File: config.mk
export PLATFORM = sky130hd
export DESIGN_NAME = superscalar_pipeline_control
export DESIGN_NICKNAME = d
export VERILOG_FILES = /design/src/common/pipe_ctrl_pkg.sv /design/src/verilog/superscalar_pipeline_control.sv
export VERILOG_INCLUDE_DIRS = /design/src /design/src/common
export SDC_FILE = /design/constraint.sdc
export NUM_CORES = 1
export LEC_CHECK = 0
export ABC_CLOCK_PERIOD_IN_PS = 4800
export BUFFER_PORTS_ARGS = -buffer_cell sky130_fd_sc_hd__buf_2
export CORE_MARGIN = 5
export CORE_UTILIZATION = 39
export CTS_CLUSTER_SIZE = 24
export DETAILED_ROUTE_END_ITERATION = 7
export MAX_ROUTING_LAYER = met4
export PLACE_DENSITY = 0.66
export SLEW_MARGIN = 5
export SYNTH_ARGS = -nofsm -noshare
export SYNTH_HDL_FRONTEND = slang
export SYNTH_SLANG_ARGS = --single-unit
File: constraint.sdc
create_clock -name clk_sys -period 4.8 [get_ports clk_sys]
set_input_delay 0.48 -clock clk_sys [delete_from_list [all_inputs] [get_ports clk_sys]]
set_output_delay 0.48 -clock clk_sys [all_outputs]
set_load 0.01 [all_outputs]
File: src/common/pipe_ctrl_regs.svh
/*
  timing counts and field layout for the pipeline control block.
  assumes inclusion by the design file only.
*/
`ifndef PIPE_CTRL_REGS_SVH
`define PIPE_CTRL_REGS_SVH
`define STAGE_COUNT 6
`define EXEC_UNIT_COUNT 6
`define MUL_STAGES 3
`define MUL_ITER_STAGE 2
`define FP_STAGES 3
`define FP_ITER_STAGE 1
`define DECODE_CORRECT_SLOTS 2
`define DIV_ITER_CYCLES 8'h10
`define FPDIV_ITER_CYCLES 8'h10
`define PAGE_LSB 12
`endif

File: src/common/pipe_ctrl_pkg.sv
/*
  types shared by the pipeline control block.
  assumes nothing beyond the constants header.
*/
package pipe_ctrl_pkg;
  typedef enum logic [2:0] {
    UNIT_INT = 3'h0,
    UNIT_MCI = 3'h1,
    UNIT_FP = 3'h2,
    UNIT_LSU = 3'h3,
    UNIT_BR = 3'h4,
    UNIT_CRL = 3'h5
  } unit_e;
  typedef enum logic [2:0] {
    MC_IDLE = 3'b001,
    MC_RUN = 3'b010,
    MC_ITER = 3'b100
  } mc_state_e;
endpackage

File: src/verilog/superscalar_pipeline_control.sv
/*
  control for a six-stage superscalar pipeline: fetch, decode, dispatch,
  execute, complete, writeback. tracks queues, reservation stations,
  reorder buffer, rename buffers, multicycle units and flush.
  assumes units report finish with the reorder tag they were given,
  and that one instruction at a time is offered per stage.
*/
`include "pipe_ctrl_regs.svh"

// Overview of operation
// - every instruction passes fetch, decode, dispatch, execute, complete, writeback
// - fetch fills decode queue from instruction cache and computes next address
// - time-critical decode on dispatch queue; rest deferred to dispatch
// - dispatch decides issue and latches into unit latch or reservation station
// - dispatch allocates rename and reorder buffer entries
// - six execution units, entry from dispatch or own reservation station
// - finishing unit writes rename entry and signals completion
// - unit reports internal exception and keeps executing
// - completed instructions retire from reorder buffer, may copy results early
// - exception or mispredict cancels younger, discards renames, redirects fetch
// - condition, count and link registers update at completion
// - writeback copies rename contents not already written at completion
// - integer multiplier three stages; divide iterates in stage two
// - special register moves run in multicycle unit alongside multiply/divide
// - floating pipeline three stages; divide iterates in first stage
// - at most one condition-logic or branch dispatch per clock
// - branch and condition logic run together; branches stay in order
// - either of those reservation stations full blocks both
// - decode correction for count/link targets only without pending update, first two slots
// - translation off: fetch only on hit or same page as last fetch
module superscalar_pipeline_control
  import pipe_ctrl_pkg::*;
#(
  parameter int ROB_DEPTH = 16,
  parameter int RENAME_DEPTH = 12,
  parameter int RS_DEPTH = 2,
  parameter int ADDR_W = 32
) (
  input wire logic clk_sys,
  input wire logic rst_n,
  input wire logic instrTranslateEnable,
  input wire logic icacheHit,
  input wire logic [ADDR_W-1:0] fetchAddr,
  input wire logic decodeQueueFull,
  input wire logic dispValid,
  input wire logic [2:0] dispUnit,
  input wire logic dispNeedsRename,
  input wire logic dispIsMul,
  input wire logic dispIsDiv,
  input wire logic dispIsSpr,
  input wire logic dispIsFpDiv,
  input wire logic dispIsFp,
  input wire logic dispWritesCtrLr,
  input wire logic dispWritesCond,
  input wire logic decodeBranchViaCtrLr,
  input wire logic [1:0] decodeSlot,
  input wire logic [RS_DEPTH:0] crlRsFree,
  input wire logic [RS_DEPTH:0] brRsFree,
  input wire logic finValid,
  input wire logic [3:0] finTag,
  input wire logic finExcept,
  input wire logic finMispredict,
  input wire logic [ADDR_W-1:0] finTarget,
  output logic fetchEnable,
  output logic [ADDR_W-1:0] nextFetchAddr,
  output logic decodeCorrect,
  output logic dispAccept,
  output logic [3:0] dispTag,
  output logic [3:0] dispRenameIdx,
  output logic retireValid,
  output logic [3:0] retireTag,
  output logic retireSprUpdate,
  output logic writebackValid,
  output logic [3:0] writebackRenameIdx,
  output logic flush,
  output logic [ADDR_W-1:0] redirectAddr,
  output logic mulBusy,
  output logic fpIterBusy,
  output logic [`STAGE_COUNT-1:0] stageActive
);
  localparam int TW = 4;
  logic [ROB_DEPTH-1:0] robValid_reg, robValid_next;
  logic [ROB_DEPTH-1:0] robDone_reg, robDone_next;
  logic [ROB_DEPTH-1:0] robExc_reg, robExc_next;
  logic [ROB_DEPTH-1:0] robMisp_reg, robMisp_next;
  logic [ROB_DEPTH-1:0] robSpr_reg, robSpr_next;
  logic [ROB_DEPTH-1:0] robRen_reg, robRen_next;
  logic [ADDR_W-1:0] robTgt_reg [ROB_DEPTH];
  logic [TW-1:0] robRenIdx_reg [ROB_DEPTH];
  logic [TW-1:0] head_reg, head_next, tail_reg, tail_next;
  logic [TW:0] robCount_reg, robCount_next;
  logic [TW:0] renCount_reg, renCount_next;
  logic [TW-1:0] renTail_reg, renTail_next;
  logic [TW-1:0] renHead_reg, renHead_next;
  logic ctrLrPending_reg, ctrLrPending_next;
  logic [ADDR_W-1:`PAGE_LSB] lastPage_reg, lastPage_next;
  logic lastPageValid_reg, lastPageValid_next;
  logic [ADDR_W-1:0] pc_reg, pc_next;
  logic [TW-1:0] wbIdx_reg, wbIdx_next;
  logic wbValid_reg, wbValid_next;
  logic retire_reg, retire_next;
  logic [TW-1:0] retTag_reg, retTag_next;
  logic retSpr_reg, retSpr_next;
  logic flush_reg, flush_next;
  logic [ADDR_W-1:0] redir_reg, redir_next;
  mc_state_e mcState_reg, mcState_next;
  logic [7:0] mcCnt_reg, mcCnt_next;
  logic [`MUL_STAGES-1:0] mulPipe_reg, mulPipe_next;
  logic [7:0] fpCnt_reg, fpCnt_next;
  logic [`FP_STAGES-1:0] fpPipe_reg, fpPipe_next;
  logic [`STAGE_COUNT-1:0] stage_reg, stage_next;

  logic samePage, robRoom, renRoom, unitFree, crBrBlock, isCrBr, doDisp;
  logic headDone, headBad;
  logic [TW-1:0] retRen;

  always_comb begin
    // fetch gating with translation off
    samePage = lastPageValid_reg && (fetchAddr[ADDR_W-1:`PAGE_LSB] == lastPage_reg);
    fetchEnable = !decodeQueueFull && !flush_reg &&
                  (instrTranslateEnable || icacheHit || samePage);
    nextFetchAddr = flush_reg ? redir_reg : pc_reg;
    decodeCorrect = decodeBranchViaCtrLr && !ctrLrPending_reg &&
                    (decodeSlot < 2'(`DECODE_CORRECT_SLOTS));
    robRoom = robCount_reg < (TW+1)'(ROB_DEPTH);
    renRoom = !dispNeedsRename || (renCount_reg < (TW+1)'(RENAME_DEPTH));
    isCrBr = (dispUnit == UNIT_BR) || (dispUnit == UNIT_CRL);
    crBrBlock = (crlRsFree == '0) || (brRsFree == '0);
    unitFree = 1'b1;
    // a divide holds the unit from its dispatch until its last iteration
    if (dispUnit == UNIT_MCI && (dispIsMul || dispIsDiv) && mcState_reg != MC_IDLE)
      unitFree = 1'b0;
    if (dispIsFp && fpCnt_reg != 8'h00)
      unitFree = 1'b0;
    // spr moves ignore the mul/div iteration
    // single dispatch port per clock keeps one cond-logic or branch issue
    doDisp = dispValid && robRoom && renRoom && unitFree && !flush_reg &&
             !(isCrBr && crBrBlock);
    dispAccept = doDisp;
    dispTag = tail_reg;
    dispRenameIdx = renTail_reg;
    headDone = robValid_reg[head_reg] && robDone_reg[head_reg];
    headBad = headDone && (robExc_reg[head_reg] || robMisp_reg[head_reg]);
    retRen = robRenIdx_reg[head_reg];
  end

  always_comb begin
    robValid_next = robValid_reg;
    robDone_next = robDone_reg;
    robExc_next = robExc_reg;
    robMisp_next = robMisp_reg;
    robSpr_next = robSpr_reg;
    robRen_next = robRen_reg;
    head_next = head_reg;
    tail_next = tail_reg;
    robCount_next = robCount_reg;
    renCount_next = renCount_reg;
    renTail_next = renTail_reg;
    renHead_next = renHead_reg;
    ctrLrPending_next = ctrLrPending_reg;
    lastPage_next = lastPage_reg;
    lastPageValid_next = lastPageValid_reg;
    pc_next = pc_reg;
    wbValid_next = 1'b0;
    wbIdx_next = wbIdx_reg;
    retire_next = 1'b0;
    retTag_next = retTag_reg;
    retSpr_next = 1'b0;
    flush_next = 1'b0;
    redir_next = redir_reg;
    if (fetchEnable) begin
      pc_next = fetchAddr + ADDR_W'(4);
      lastPage_next = fetchAddr[ADDR_W-1:`PAGE_LSB];
      lastPageValid_next = 1'b1;
    end
    if (finValid && robValid_reg[finTag]) begin
      robDone_next[finTag] = 1'b1;
      robExc_next[finTag] = finExcept;
      robMisp_next[finTag] = finMispredict;
    end
    if (doDisp) begin
      robValid_next[tail_reg] = 1'b1;
      robDone_next[tail_reg] = 1'b0;
      robExc_next[tail_reg] = 1'b0;
      robMisp_next[tail_reg] = 1'b0;
      robSpr_next[tail_reg] = dispWritesCtrLr || dispWritesCond;
      robRen_next[tail_reg] = dispNeedsRename;
      tail_next = tail_reg + 1'b1;
      robCount_next = robCount_next + 1'b1;
      if (dispNeedsRename) begin
        renTail_next = renTail_reg + 1'b1;
        renCount_next = renCount_next + 1'b1;
      end
      if (dispWritesCtrLr)
        ctrLrPending_next = 1'b1;
    end
    if (headDone) begin
      retire_next = 1'b1;
      retTag_next = head_reg;
      retSpr_next = robSpr_reg[head_reg];
      if (robSpr_reg[head_reg])
        ctrLrPending_next = 1'b0;
      if (robRen_reg[head_reg]) begin
        wbValid_next = 1'b1;
        wbIdx_next = retRen;
        renHead_next = renHead_reg + 1'b1;
        renCount_next = renCount_next - 1'b1;
      end
      robValid_next[head_reg] = 1'b0;
      head_next = head_reg + 1'b1;
      robCount_next = robCount_next - 1'b1;
    end
    if (headBad) begin
      flush_next = 1'b1;
      redir_next = robTgt_reg[head_reg];
      robValid_next = '0;
      tail_next = head_reg + 1'b1;
      robCount_next = '0;
      renTail_next = renHead_next;
      renCount_next = '0;
      ctrLrPending_next = 1'b0;
    end
  end

  always_comb begin
    // multicycle integer unit
    mcState_next = mcState_reg;
    mcCnt_next = mcCnt_reg;
    mulPipe_next = {mulPipe_reg[`MUL_STAGES-2:0], 1'b0};
    if (doDisp && dispUnit == UNIT_MCI && (dispIsMul || dispIsDiv))
      mulPipe_next[0] = 1'b1;
    case (mcState_reg)
      MC_IDLE: begin
        if (doDisp && dispUnit == UNIT_MCI && dispIsDiv) begin
          mcState_next = MC_RUN;
          mcCnt_next = `DIV_ITER_CYCLES;
        end
      end
      MC_RUN: mcState_next = MC_ITER; // reaches stage two
      MC_ITER: begin
        mcCnt_next = mcCnt_reg - 8'h01;
        if (mcCnt_reg == 8'h01)
          mcState_next = MC_IDLE;
      end
      default: mcState_next = MC_IDLE;
    endcase
    fpPipe_next = {fpPipe_reg[`FP_STAGES-2:0], 1'b0};
    fpCnt_next = fpCnt_reg;
    if (fpCnt_reg != 8'h00) begin
      fpCnt_next = fpCnt_reg - 8'h01;
      fpPipe_next[0] = 1'b0;
      if (fpCnt_reg == 8'h01)
        fpPipe_next[0] = 1'b1;
    end else if (doDisp && dispIsFp) begin
      fpPipe_next[0] = !dispIsFpDiv;
      if (dispIsFpDiv)
        fpCnt_next = `FPDIV_ITER_CYCLES;
    end
    stage_next = {wbValid_reg, headDone, finValid, doDisp, dispValid, fetchEnable};
  end

  always_ff @(posedge clk_sys or negedge rst_n) begin
    if (!rst_n) begin
      robValid_reg <= '0;
      robDone_reg <= '0;
      robExc_reg <= '0;
      robMisp_reg <= '0;
      robSpr_reg <= '0;
      robRen_reg <= '0;
      head_reg <= '0;
      tail_reg <= '0;
      robCount_reg <= '0;
      renCount_reg <= '0;
      renTail_reg <= '0;
      renHead_reg <= '0;
      ctrLrPending_reg <= 1'b0;
      lastPage_reg <= '0;
      lastPageValid_reg <= 1'b0;
      pc_reg <= '0;
      wbValid_reg <= 1'b0;
      wbIdx_reg <= '0;
      retire_reg <= 1'b0;
      retTag_reg <= '0;
      retSpr_reg <= 1'b0;
      flush_reg <= 1'b0;
      redir_reg <= '0;
      mcState_reg <= MC_IDLE;
      mcCnt_reg <= 8'h00;
      mulPipe_reg <= '0;
      fpCnt_reg <= 8'h00;
      fpPipe_reg <= '0;
      stage_reg <= '0;
    end else begin
      robValid_reg <= robValid_next;
      robDone_reg <= robDone_next;
      robExc_reg <= robExc_next;
      robMisp_reg <= robMisp_next;
      robSpr_reg <= robSpr_next;
      robRen_reg <= robRen_next;
      head_reg <= head_next;
      tail_reg <= tail_next;
      robCount_reg <= robCount_next;
      renCount_reg <= renCount_next;
      renTail_reg <= renTail_next;
      renHead_reg <= renHead_next;
      ctrLrPending_reg <= ctrLrPending_next;
      lastPage_reg <= lastPage_next;
      lastPageValid_reg <= lastPageValid_next;
      pc_reg <= pc_next;
      wbValid_reg <= wbValid_next;
      wbIdx_reg <= wbIdx_next;
      retire_reg <= retire_next;
      retTag_reg <= retTag_next;
      retSpr_reg <= retSpr_next;
      flush_reg <= flush_next;
      redir_reg <= redir_next;
      mcState_reg <= mcState_next;
      mcCnt_reg <= mcCnt_next;
      mulPipe_reg <= mulPipe_next;
      fpCnt_reg <= fpCnt_next;
      fpPipe_reg <= fpPipe_next;
      stage_reg <= stage_next;
    end
  end

  // per-entry payload, no reset needed
  always_ff @(posedge clk_sys) begin
    if (doDisp)
      robRenIdx_reg[tail_reg] <= renTail_reg;
    if (finValid)
      robTgt_reg[finTag] <= finTarget;
  end

  assign retireValid = retire_reg;
  assign retireTag = retTag_reg;
  assign retireSprUpdate = retSpr_reg;
  assign writebackValid = wbValid_reg;
  assign writebackRenameIdx = wbIdx_reg;
  assign flush = flush_reg;
  assign redirectAddr = redir_reg;
  assign mulBusy = (mcState_reg != MC_IDLE) || (mulPipe_reg != '0);
  assign fpIterBusy = fpCnt_reg != 8'h00;
  assign stageActive = stage_reg;
endmodule

==> After elaboration in Yosys (flattened, before gate mapping) <==
Memory sizes are Yosys's and may differ from the RTL's. A register that Yosys moved wholly into a read port is not among the register bits.
Cells that the tools add are included.
Widths: inputs -> output; s select.
{ "totals": {"reg_bits": 212, "latch_bits": 0, "ram_bits": 576, "romBits": 0, "out_inout_bits": 95, "wordCells": 195, "mem_count": 2} }
{ "classes": {"addsub": 11, "multipliers": 0, "div": 0, "n_lt_le_gt_ge": 9, "eq_ne": 11, "shifts": 0, "muxes": 74, "n_bitwise": 8, "reduce_logical": 54} }
{ "memory_table": {"columns": ["memory", "words", "word_bits", "read_ports", "rd_ports_with_merged_regs", "wr", "line", "source"], "rows": [
  ["robTgt_reg", 16, 32, 1, 1, 1, "superscalar_pipeline_control.sv:88", "logic [ADDR_W-1:0] robTgt_reg [ROB_DEPTH];"],
  ["robRenIdx_reg", 16, 4, 1, 1, 1, "superscalar_pipeline_control.sv:89", "logic [TW-1:0] robRenIdx_reg [ROB_DEPTH];"]
]} }
{ "ops": {"columns": ["operator", "n"], "rows": [
  ["$mux 16", 9],
  ["$and 16x16->16", 4],
  ["$bwmux 16", 4],
  ["$mux 5", 8],
  ["$add 32x3->32 const B", 1],
  ["$mux 32", 1],
  ["$mux 8", 4],
  ["$not 16->16", 2],
  ["$or 16x16->16", 2],
  ["$bmux 1 s4", 7],
  ["$mux 4", 7],
  ["$mux 1", 27],
  ["$logic_and 1x1->1", 24],
  ["$eq 20x20->1", 1],
  ["$add 4x1->4 const B", 4],
  ["$pmux 8 s2", 1],
  ["$sub 8x1->8 const B", 2],
  ["$lt 4x5->1 const B", 3],
  ["$demux 1 s4", 3],
  ["$ge 4x1->1 const B", 3],
  ["$add 5x1->5 const B", 2],
  ["$reduce_and 2->1", 5],
  ["$reduce_bool 2->1", 5],
  ["$sub 5x1->5 const B", 2],
  ["other kinds (16)", 36]
]} }

==> Depth between registers and ports, before layout <==
{ "logic_depth": {"ltp_word": 13, "mapped_depth": 12, "mapped_depth_nobuf": 11} }

==> Worst setup path before layout <==
No wires, ideal clock.
{ "synth_timing": {"path_type": "input to register", "start": "in finTag[0]", "end": "mem robTgt_reg[0][0], enable pin", "setup_ns": 0.461, "arrival_time_ns": 3.551, "required_ns": 4.339, "slack_ns": 0.788, "path_stages": 4, "n_path_buf": 2, "path_cell_list": "clkbuf_1 or3b_2 clkbuf_1 nor3_1"} }
{ "synth_rtl": {"columns": ["element", "line", "source"], "rows": [
  ["from (decl)", "superscalar_pipeline_control.sv:60", "input wire logic [3:0] finTag,"],
  ["to (decl)", "superscalar_pipeline_control.sv:88", null]
]} }
Straight into the memory's write port.

==> Worst setup path in the final report <==
{ "layout_timing": {"start": "reg head_reg[1]", "end": "reg redir_reg[27] (netlist: redirectAddr[27]) (read register of robTgt_reg)"} }
{ "layout_between": {"elab_chain_cells": 4, "word_cells_on_any_way": 11, "cone_classes": "mux: 8; reduce/logical: 3"} }
{ "layout_lines": {"columns": ["element", "line", "source"], "rows": [
  ["from (decl)", "superscalar_pipeline_control.sv:90", "logic [TW-1:0] head_reg, head_next, tail_reg, tail_next;"],
  ["from (signal assigned)", "superscalar_pipeline_control.sv:300", "head_reg <= head_next;"],
  ["$bmux 1 s4 (on tied branches)", "superscalar_pipeline_control.sv:142, superscalar_pipeline_control.sv:143", null],
  ["$mux 1 (on tied branches)", "superscalar_pipeline_control.sv:142, superscalar_pipeline_control.sv:143", null],
  ["$logic_and 1x1->1 / $logic_or 1x1->1 (equally long branches)", "superscalar_pipeline_control.sv:142, superscalar_pipeline_control.sv:143", null],
  ["$logic_and 1x1->1", "superscalar_pipeline_control.sv:143", "headBad = headDone && (robExc_reg[head_reg] || robMisp_reg[head_reg]);"],
  ["to (decl)", "superscalar_pipeline_control.sv:105", "logic [ADDR_W-1:0] redir_reg, redir_next;"]
]} }
Several ways; a longest one is shown, not always the timed one. The select of a mux whose other input is x is not followed.
A chain may end at the register's enable or synchronous reset.

==> reports/metrics.csv <==
metric;value;unit
status;completed;
fillers;7317;
ir_worst_vdd;0.000526;V
final_antenna_net_count;0;
synth.distinct_cells;63;
cp.arrival;4.21;ns
largest_register_ffs;512;
slew_headroom;30.1;%
grt_remaining_overflow;0;
wl;80400;um
min_to;stageActive[3];
synth_warnings;0;
cts_tree;built;
syn_area;33800;um^2
min_path_type;in2reg;
wl_per_cell;23.9;um
startpoint_type;flip-flop;
grt_use_total;17.7;%
core_area;86300;um^2
ys_ff_latch;823;
route.detailed.drc;0;
port_buffers;189;
fin_ws;1.10;ns
fin_area;39000;um^2
leakagePower;14.1;nW
finClkSkew;0.0298;ns
regArea;23500;um^2
finalSetupTns;0;ns
timing.rr.start;head_reg[1];
crit_fanout;54;
cts_buffer_depth;3;
reg2reg_slack;1.10;ns
placed_cell_area;36100;um^2
timing_max_transition_violations_final;0;
post-place-ws;1.16;ns
syn_inst;1920;
timing.final.crit_share;77.1;%
drt_first_pass_iters;5;
die_area;92600;um^2
synth_top_area_cell;edfxtp_1;
syn_avg_cell_area;17.6;um^2
ctsResizeCount;0;
hold_violations;0;
crit_slowest_cell;dfrtp_4;
synth_nets;2036;
antenna_found_initial;11;
tightestPinTransition;1.04;ns
rsz0062_at_grt;no;
die_h;304;um
critPathKind;reg2reg;
critPathMaxStageDelay;0.86;ns
initial_core_util;39.1;%
netlist.area_leader.share;51.2;%
grt_start_max_net_pins;106;
async_reset_ff_share;30.0;%
ys_seq_area_share;69.5;%
rr_worst_depth;6;
num_rows;108;
synth_flop_cell;edfxtp_1;
drtIter0Drc;1532;
drive_above_1_share;32.2;%
numClockSinks;823;
max_cap_violations;0;
crit_path_end_kind;flip-flop;
powerDensity;527;nW/um^2
io_pins;192;
synth_edf_count;576;
final-setup-viol-count;0;
clk_latency;0.64;ns
cts_hold_buf;2;
root_buffer;clkbuf_16;
place.gp.congestion;0.852;
post-cts-setup-buffers;0;
finalPower;20.5;mW
via_per_inst;5.37;
holdPathStages;1;
max_freq;0.270;GHz
grt_pass1_wl;122000;um
vias;18100;
hpwl;49700;um
grt_pass1_vias;19100;
areaGrowthSynthToFinish;15.5;%
min_from;finValid;
htreeDepth;3;
rr_endpoint;redirectAddr[27];
multi_input_area;9810;um^2
die_w;304;um
final_core_util;45.2;%
synth.top_cells.by_area;edfxtp_1 51%, dfrtp_1 18%, mux4_2 14%;
clkTransAtPathRegs;0.06;ns
fin_nets;2249;
crit_chain;buf_4 > buf_4 > mux4_2 > mux4_2 > nand2_1 > nand2_1;
fin_crit;3.70;ns
required;5.31;ns
cts-buffers-inserted;85;
## stage by stage
| step | cells | hold slack, ns |
|---|---|---|
| floorplan | 1920 | 0.184 |
| global placement | 3199 | 0.357 |
| detailed placement | 3199 | 0.361 |
| CTS | 3357 | 0.00545 |
| global route | 3364 | 0.0291 |
| finish | 3365 | 0.0418 |
## synth_stat cells (19+ instances only)
master and n:
xnor2_1 49, ha_1 19, clkbuf_1 43, nand3_1 25, nand2_1 131, a21oi_1 46
mux2i_1 36, xor2_1 32, inv_1 26, mux2_2 96, buf_4 19, o21ai_0 31
edfxtp_1 576, buf_2 19, nor2_1 135, mux4_2 203, dfrtp_1 246
## worst max-delay path by stage
stage,startpoint,end,slack [ns],depth (start not counted)
5_1_grt,head_reg[1],redirectAddr[27],0.96,6
3_5_place_dp,head_reg[1],redirectAddr[27],1.16,6
2_1_floorplan,finTag[0],robTgt_reg[0][0],0.79,4
3_3_place_gp,head_reg[1],redirectAddr[2],1.13,6
4_1_cts,head_reg[1],redirectAddr[27],1.11,6
6_report,head_reg[1],redirectAddr[27],1.10,6
## final cells by class
type	instances	area share, %
flip-flops and latches	823	60.3
multi-input cells	970	25.2
clock buffers	109	5.87
well taps	1155	3.71
repair buffers	224	3.36
clock inverters	47	1.32
inverters	29	0.286
diodes	8	0.0513
## layout by cell type (no fill, tap or decap), types with 25 or more instances in the layout
master | Yosys | layout
a21oi_1 | 46 | 46
buf_2 | 19 | 188
buf_4 | 19 | 26
clkbuf_16 | 0 | 87
dfrtp_1 | 246 | 241
edfxtp_1 | 576 | 576
inv_1 | 26 | 26
mux2_2 | 96 | 96
mux2i_1 | 36 | 36
mux4_2 | 203 | 203
nand2_1 | 131 | 131
nand3_1 | 25 | 25
nor2_1 | 135 | 123
o21ai_0 | 31 | 31
xnor2_1 | 49 | 49
xor2_1 | 32 | 32
## cell families after synthesis
| kind of cell | synth area share (%) |
|---|---|
| xor+xnor | 2.15 |
| mux | 17.8 |
| compound gates | 2.15 |
| flops | 69.5 |
| buf+inv | 1.77 |
| fa+ha+maj | 0.704 |
| simple gates | 5.87 |
## critical path: cells and delay by family, from the launching register on
kind,cells,cell delay [ns]
buffers and inverters,2,1.49
flip-flops,1,0.86
multiplexers,2,0.97
AND/OR/NAND/NOR,2,0.13
## layer usage
layer / routed length, um / track usage (%) / vias to the layer above / part of all wire, %
li1: - / - / 7875 / -
met2: 40000 / 28.9 / 555 / 50
met3: 5150 / 3.76 / 114 / 6.4
met5: 0 / - / - / 0
met4: 1430 / 4.06 / 0 / 1.8
met1: 33800 / 23.0 / 9521 / 42
## power by group
group | switching [mW] | internal (mW)
Combinational | 2.30 | 2.43
Sequential | 0.795 | 8.44
Clock | 2.74 | 3.83
(Power assumes the default switching activity.)
